<file path="config.mk">
export PLATFORM = sky130hd
export DESIGN_NAME = abm_master
export DESIGN_NICKNAME = d
export VERILOG_FILES = /design/src/abm_master.v /design/src/abm_sync.v
export VERILOG_INCLUDE_DIRS = /design/src /design/src/src
export SDC_FILE = /design/constraint.sdc
export NUM_CORES = 1
export LEC_CHECK = 0
export BUFFER_PORTS_ARGS = -buffer_cell sky130_fd_sc_hd__buf_4
export CAP_MARGIN = 20
export CORE_MARGIN = 3
export CORE_UTILIZATION = 55
export CTS_BUF_LIST = sky130_fd_sc_hd__clkbuf_2 sky130_fd_sc_hd__clkbuf_4 sky130_fd_sc_hd__clkbuf_8
export DETAILED_ROUTE_END_ITERATION = 10
export PLACE_DENSITY_LB_ADDON = 0.3
export SLEW_MARGIN = 20
export SYNTH_ARGS = -nofsm -noshare
export SYNTH_HDL_FRONTEND = slang
export SYNTH_HIERARCHICAL = 1
export SYNTH_SLANG_ARGS = --single-unit
</file>
<file path="constraint.sdc">
create_clock -name I_CORE_CLK -period 3.03 [get_ports I_CORE_CLK]
set_clock_uncertainty 0.15 [all_clocks]
set_input_delay 0 -clock I_CORE_CLK [delete_from_list [all_inputs] [get_ports I_CORE_CLK]]
set_output_delay 0 -clock I_CORE_CLK [all_outputs]
set_load 0.02 [all_outputs]
</file>
<file path="src/abm_map.vh">
// Purpose: Constants for the asynchronous bus master interface
// Assumes: Plain Verilog-2005, included by bare name
// Notes:   Pin levels are active low where named _n
`ifndef ABM_MAP_VH
`define ABM_MAP_VH

// ************************************************************
// Widths
// ************************************************************
`define ABM_ADDR_W        23
`define ABM_DATA_W        16
`define ABM_FC_W          3
`define ABM_LVL_W         3

// ************************************************************
// Cycle type codes
// ************************************************************
`define ABM_FC_USER_DATA  3'h1
`define ABM_FC_USER_PROG  3'h2
`define ABM_FC_SUP_DATA   3'h5
`define ABM_FC_SUP_PROG   3'h6
`define ABM_FC_INT_ACK    3'h7

// ************************************************************
// Timing
// ************************************************************
`define ABM_SYNC_STAGES   3

`endif

</file>
<file path="src/abm_master.v">
// Purpose: Asynchronous bus master interface of a 16-bit processor
// Assumes: Core issues one request at a time; pins active low where _N
// Notes:   Data lanes and byte strobes are two signals each
//
// Functional notes
// - Drive 23-bit word address bus, tri-statable, except interrupt cycles.
// - Interrupt cycle: level on three low lines, all higher lines high.
// - 16-bit bidirectional tri-statable data path, word or single byte.
// - Address strobe asserted only while address is valid.
// - Direction high for read, low for write; with strobes selects lanes.
// - Read strobes: both word, upper high byte, lower low byte.
// - Byte write copies selected byte onto both data halves.
// - Read: on acknowledge latch data and end cycle.
// - Write: on acknowledge end cycle.
// - Assert grant to signal release at end of current cycle.
// - Byte transfer: select bit zero upper strobe, one lower strobe.
// - Cycle type code stays valid while address strobe asserted.
`timescale 1ns/1ns
`include "abm_map.vh"
module abm_master #(
    parameter ADDR_W = `ABM_ADDR_W,
    parameter DATA_W = `ABM_DATA_W
) (
    input  wire              I_CORE_CLK,
    input  wire              I_RESET,
    // Core side request
    input  wire              i_req_valid,
    output wire              o_req_ready,
    input  wire              i_req_read,
    input  wire              i_req_byte,
    input  wire              i_req_byte_select_bit,
    input  wire [ADDR_W-1:0] i_req_addr,
    input  wire [DATA_W-1:0] i_req_wdata,
    input  wire [2:0]        i_req_cycle_type_code,
    input  wire [2:0]        i_req_int_level,
    output reg               o_done,
    output reg  [DATA_W-1:0] o_rdata,
    output reg               o_bus_owned,
    // Pins
    output reg  [ADDR_W-1:0] O_ADDR,
    output wire              O_ADDR_OE,
    input  wire [DATA_W-1:0] I_DATA,
    output reg  [DATA_W-1:0] O_DATA,
    output wire              O_DATA_OE,
    output reg               O_ADDRESS_VALID_STROBE_N,
    output reg               O_UPPER_BYTE_STROBE_N,
    output reg               O_LOWER_BYTE_STROBE_N,
    output reg               O_READ_WRITE,
    output wire              O_CTRL_OE,
    output reg  [2:0]        O_CYCLE_TYPE_CODE,
    input  wire              I_TRANSFER_ACKNOWLEDGE_N,
    input  wire              I_MASTERSHIP_REQUEST_N,
    output reg               O_MASTERSHIP_GRANT_N,
    input  wire              I_MASTERSHIP_GRANT_ACK_N
);
    // ************************************************************
    // Pin synchronisers
    // ************************************************************
    wire ack_n;
    wire req_n;
    wire gack_n;

    abm_sync #(.RESET_VAL(1'b1)) u_sync_ack (
        .i_clk   (I_CORE_CLK),
        .i_reset (I_RESET),
        .i_pin   (I_TRANSFER_ACKNOWLEDGE_N),
        .o_level (ack_n)
    );
    abm_sync #(.RESET_VAL(1'b1)) u_sync_req (
        .i_clk   (I_CORE_CLK),
        .i_reset (I_RESET),
        .i_pin   (I_MASTERSHIP_REQUEST_N),
        .o_level (req_n)
    );
    abm_sync #(.RESET_VAL(1'b1)) u_sync_gack (
        .i_clk   (I_CORE_CLK),
        .i_reset (I_RESET),
        .i_pin   (I_MASTERSHIP_GRANT_ACK_N),
        .o_level (gack_n)
    );

    // ************************************************************
    // Lane and strobe decode
    // ************************************************************
    // Returns {upper_n, lower_n}; both low for a word
    function [1:0] strobes_n;
        input is_byte;
        input sel;
        begin
            if (!is_byte) begin
                strobes_n = 2'h0;
            end else if (!sel) begin
                strobes_n = 2'h1;
            end else begin
                strobes_n = 2'h2;
            end
        end
    endfunction

    // Byte writes mirror the byte onto both lanes
    function [DATA_W-1:0] write_lanes;
        input              is_byte;
        input              sel;
        input [DATA_W-1:0] d;
        begin
            if (!is_byte) begin
                write_lanes = d;
            end else if (!sel) begin
                write_lanes = {d[15:8], d[15:8]};
            end else begin
                write_lanes = {d[7:0], d[7:0]};
            end
        end
    endfunction

    // ************************************************************
    // Sequencer
    // ************************************************************
    localparam [2:0] ST_IDLE     = 3'h0;
    localparam [2:0] ST_ADDR     = 3'h1;
    localparam [2:0] ST_STROBE   = 3'h2;
    localparam [2:0] ST_END      = 3'h3;
    localparam [2:0] ST_RELEASED = 3'h4;

    reg  [2:0]        state_q;
    reg               read_q;
    reg               byte_q;
    reg               sel_q;
    reg               data_oe_q;
    reg               float_q;
    wire              accept;

    // Pending bus request wins; ready low so a take is never dropped
    assign o_req_ready = (state_q == ST_IDLE) && O_MASTERSHIP_GRANT_N
                         && req_n;
    assign accept      = i_req_valid && o_req_ready;
    // Pins float while another master owns the bus
    assign O_ADDR_OE   = !float_q;
    assign O_CTRL_OE   = !float_q;
    assign O_DATA_OE   = data_oe_q && !float_q;

    always @(posedge I_CORE_CLK or posedge I_RESET) begin
        if (I_RESET) begin
            state_q                  <= ST_IDLE;
            read_q                   <= 1'b1;
            byte_q                   <= 1'b0;
            sel_q                    <= 1'b0;
            data_oe_q                <= 1'b0;
            float_q                  <= 1'b0;
            O_ADDR                   <= {ADDR_W{1'b0}};
            O_DATA                   <= {DATA_W{1'b0}};
            O_ADDRESS_VALID_STROBE_N <= 1'b1;
            O_UPPER_BYTE_STROBE_N    <= 1'b1;
            O_LOWER_BYTE_STROBE_N    <= 1'b1;
            O_READ_WRITE             <= 1'b1;
            O_CYCLE_TYPE_CODE        <= 3'h0;
            O_MASTERSHIP_GRANT_N     <= 1'b1;
            o_done                   <= 1'b0;
            o_rdata                  <= {DATA_W{1'b0}};
            o_bus_owned              <= 1'b1;
        end else begin
            o_done <= 1'b0;
            case (state_q)
                ST_IDLE: begin
                    if (!req_n) begin
                        O_MASTERSHIP_GRANT_N <= 1'b0;
                        state_q              <= ST_RELEASED;
                    end else if (accept) begin
                        read_q <= i_req_read;
                        byte_q <= i_req_byte;
                        sel_q  <= i_req_byte_select_bit;
                        if (i_req_cycle_type_code == `ABM_FC_INT_ACK) begin
                            O_ADDR <= {{(ADDR_W-3){1'b1}},
                                       i_req_int_level};
                        end else begin
                            O_ADDR <= i_req_addr;
                        end
                        O_CYCLE_TYPE_CODE <= i_req_cycle_type_code;
                        O_READ_WRITE      <= i_req_read;
                        O_DATA <= write_lanes(i_req_byte,
                                              i_req_byte_select_bit,
                                              i_req_wdata);
                        data_oe_q <= !i_req_read;
                        state_q   <= ST_ADDR;
                    end
                end
                ST_ADDR: begin
                    // Address settled one cycle before the strobe
                    O_ADDRESS_VALID_STROBE_N <= 1'b0;
                    {O_UPPER_BYTE_STROBE_N, O_LOWER_BYTE_STROBE_N} <=
                        strobes_n(byte_q, sel_q);
                    state_q <= ST_STROBE;
                end
                ST_STROBE: begin
                    if (!ack_n) begin
                        if (read_q) begin
                            o_rdata <= I_DATA;
                        end
                        O_ADDRESS_VALID_STROBE_N <= 1'b1;
                        O_UPPER_BYTE_STROBE_N    <= 1'b1;
                        O_LOWER_BYTE_STROBE_N    <= 1'b1;
                        state_q                  <= ST_END;
                    end
                end
                ST_END: begin
                    // Wait for the responder to drop its acknowledge
                    data_oe_q <= 1'b0;
                    if (ack_n) begin
                        o_done       <= 1'b1;
                        O_READ_WRITE <= 1'b1;
                        state_q      <= ST_IDLE;
                    end
                end
                ST_RELEASED: begin
                    if (!gack_n) begin
                        float_q              <= 1'b1;
                        o_bus_owned          <= 1'b0;
                        O_MASTERSHIP_GRANT_N <= 1'b1;
                    end else if (float_q || req_n) begin
                        // Owner left, or requester withdrew
                        float_q              <= 1'b0;
                        o_bus_owned          <= 1'b1;
                        O_MASTERSHIP_GRANT_N <= 1'b1;
                        state_q              <= ST_IDLE;
                    end
                end
                default: begin
                    state_q <= ST_IDLE;
                end
            endcase
        end
    end
endmodule

</file>
<file path="src/abm_sync.v">
// Purpose: Three-stage synchroniser with agreement filter
// Assumes: Input is asynchronous to i_clk
// Notes:   Output changes once stages two and three agree
`timescale 1ns/1ns
module abm_sync #(
    parameter RESET_VAL = 1'b1
) (
    input  wire i_clk,
    input  wire i_reset,
    input  wire i_pin,
    output reg  o_level
);
    reg s1_q;
    reg s2_q;
    reg s3_q;

    always @(posedge i_clk or posedge i_reset) begin
        if (i_reset) begin
            s1_q    <= RESET_VAL;
            s2_q    <= RESET_VAL;
            s3_q    <= RESET_VAL;
            o_level <= RESET_VAL;
        end else begin
            s1_q <= i_pin;
            s2_q <= s1_q;
            s3_q <= s2_q;
            if (s2_q == s3_q) begin
                o_level <= s3_q;
            end
        end
    end
endmodule

</file>
==> summary.md <==
| Metric | Value |
|---|---|
| Critical Path Sink Type | flop |
| Total CTS buffers | 9 |
| Worst hold path type | primary input to asynchronous set/reset pin |
| Dpl hpwl | 6.29 mm |
| Final period util | 0.825 |
| Placed inst area | 4690 µm² |
| Via count | 3595 |
| Synth unique cells | 35 |
| Routability cong. | 0.770 |
| Worst skew pair latency | 0.37 ns |
| Post-Synth Adder-Cell Area | 0.00919 |
| Worst R2R Setup Slack | 0.53 ns |
| VDD IR max | 0.000683 V |
| DRC errors left | 0 |
| Top FF cell, synth | dfrtp_1 |
| Ant diodes | 0 |
| Drt wl/cell | 22.2 µm |
| Crit path max fanout | 32 |
| Layout fillers | 217 |
| Total of max-cap violations | 0 |
| Initial DRC count | 341 |
| Clock Sinks | 85 |
| PostCTS Resize Cnt | 0 |
| Design Area, Final | 5900 µm² |
| Pre-CTS setup slack | 0.669 ns |
| DIE WIDTH | 87.7 µm |
| Starting Density | 0.572 |
| CP max-delay cell | nand2b_1 |
| Ys Warns | 6 |
| Setup Buffers After CTS | 0 |
| Root Buffer | clkbuf_8 |
| Leak | 2.82 nW |
| Layout cells sized above 1 | 0.439 |
| Met1 GRT Util | 0.414 |
| Yosys reg bits | 85 |
| Power Total | 5.33 mW |
| H-tree depth | 3 |
| Worst slew margin | 0.458 |
| Worst-margin pin slew | 0.812 ns |
| Fin crit period | 2.50 ns |
| Port Buffers | 138 |
| Sequential share of the synthesized area | 0.585 |
| Compound-Gate Fraction of Synth Area | 0.137 |
| Cell Pwr Density | 904 nW/µm² |
| Setup Crit Path Kind | flop to flop |
| XOR/XNOR Fraction of Synth Area | 0 |
| Synth Area in Simple Gates | 0.0575 |
| Final wirelength | 13.3 mm |
| Reg clk slew, reported paths | 0.10 ns |
| Mapped Area | 3670 µm² |
| EDFF count, synth | 0 |
| Final worst slack | 0.529 ns |
| Core Footprint | 6420 µm² |
| Worst r2r src | u_sync_req/o_level |
| First-pass GRT wire length | 20.2 mm |
| Met2 usage | 0.608 |
| RSZ-0062 raised after global routing | false |
| Fin. max-slew vios | 0 |
| Synth top area share | 0.449 |
| Max Clk Rate | 0.400 GHz |
| Cell count after synthesis | 293 |
| GRT busiest layer | met2 |
| Largest net degree at the start of global routing | 33 |
| TritonCTS clock tree | done |
| Synth area leaders | dfrtp_1, dfstp_2, mux2_2, o21ai_0, mux2_4 |
| Min Hold Slack | 0.0825 ns |
| Gr usage total | 0.356 |
| Post-CTS Hold Fix Bufs | 95 |
| Critical path, cell by cell | nand3_4 > nand2b_1 > buf_4 > o21ai_0 |
| Worst EP required | 3.13 ns |
| Vias per cell | 6.00 |
| Asr flop ratio synth | 1.00 |
| Largest family of logic cells by synthesized area | multiplexers |
| Final hold vios | 0 |
| Setup Viol. Count Final | 0 |
| Syn Nets | 363 |
| CP startpoint kind | flop |
| Std-Cell Rows | 29 |
| Antenna viol nets, final | 0 |
| Die Area | 7700 µm² |
| GR Layer Usage met3 | 0.0903 |
| Vias in the first global route | 3718 |
| Worst R2R End | O_DATA[3] |
| Longest Clk Path Bufs | 2 |
| Leading cell type by number of instances after synthesis | dfrtp_1 |
| Synthesized area per cell | 12.5 µm² |
| Cell taking the most area after synthesis | dfrtp_1 |
| List of most frequent post-synthesis cells | dfrtp_1, o21ai_0, mux2_2 |
| Initial antenna violation count | 0 |
| Ports | 139 |
| Pre-Repair DR Iteration Count | 5 |
| CP arrival | 2.61 ns |
| Run status | complete, no violations |
| Net count, final | 587 |
| Mux cell area share after synthesis | 0.167 |
| Layout area overhead | 60.5% |
| Final setup TNS | 0 ns |
| Die Ht | 87.7 µm |
| Worst path max stage delay | 0.65 ns |
| R2r worst-path depth | 4 |
| Total gr overflow | 0 |
layer usage:
| layer | up-vias | share of wire |
|---|---|---|
| li1 | 1504 | - |
| met1 | 1742 | 0.36 |
| met2 | 286 | 0.49 |
| met3 | 63 | 0.093 |
| met4 | 0 | 0.049 |
| met5 | - | 0 |
power breakdown:
| group | switching [mW] | internal, mW |
|---|---|---|
| combinational | 1.29 | 1.03 |
| clock | 0.439 | 0.585 |
| sequential | 0.379 | 1.61 |
| total | 2.11 | 3.22 |
state kept, by name, indices dropped and copies added, names as in the netlist, 3 cells and up:
register	count
O_ADDR	23
O_CYCLE_TYPE_CODE	3
O_DATA	16
o_rdata	16
state_q	3
metrics by stage:
stage,util,instances
detailed placement,0.731,488
global placement,0.731,488
CTS,0.918,599
finish,0.918,599
global route,0.918,599
floorplan,-,293
worst max path at each step:
stage | startpoint | endpoint | slack [ns]
5_1_grt | u_sync_req/o_level | O_DATA[1] | 0.35
2_1_floorplan | I_RESET | O_ADDR[0] | 1.04
6_report | u_sync_req/o_level | O_DATA[3] | 0.53
4_1_cts | u_sync_req/o_level | data_oe_q | 0.63
3_3_place_gp | u_sync_req/o_level | data_oe_q | 0.72
3_5_place_dp | u_sync_req/o_level | data_oe_q | 0.67
placed cells by master (no fill, tap or decap), drive strengths merged, types with 2 or more instances in the layout:
cell type and instances:
mux2 44, nand3 2, a21oi 6, nor3 5, o21ai 60, nand2b 4
mux2i 8, o211ai 2, maj3 3, bufinv 3, buf 141, dfstp 19
nor2 2, and3 4, nand2 7, clkbuf 11, dfrtp 66, inv 8
a31oi 21, nor2b 2, dlygate4sd3 95
worst max-delay path: cells and delay by family, from the launching register on:
kind                   cells  cell delay (ns)
and+or+nand+nor            2             0.97
DFF                        1             0.62
buffers and inverters      1             0.37
AOI/OAI and AO/OA          1             0.26
logic make-up (layout without fill, tap and decap cells):
logic type               count (synthesis)  after routing
multiplexers                            52             52
buffers and inverters                   30            259
adder cells (fa/ha/maj)                  3              3
AND/OR/NAND/NOR                         31             31
AO/OA/AOI/OAI                           92             92
flip-flops                              85             85
area by class of cell:
cell class	instances	area [µm²]	area share
clock buffer	11	145	0.0246
clock inverter	5	108	0.0182
inverter	7	26.3	0.00446
multi-input combinational	178	1360	0.231
sequential	85	2150	0.365
tap	77	96.3	0.0163
timing repair buffer	236	2010	0.341
Power figures use the tool's default switching activity.
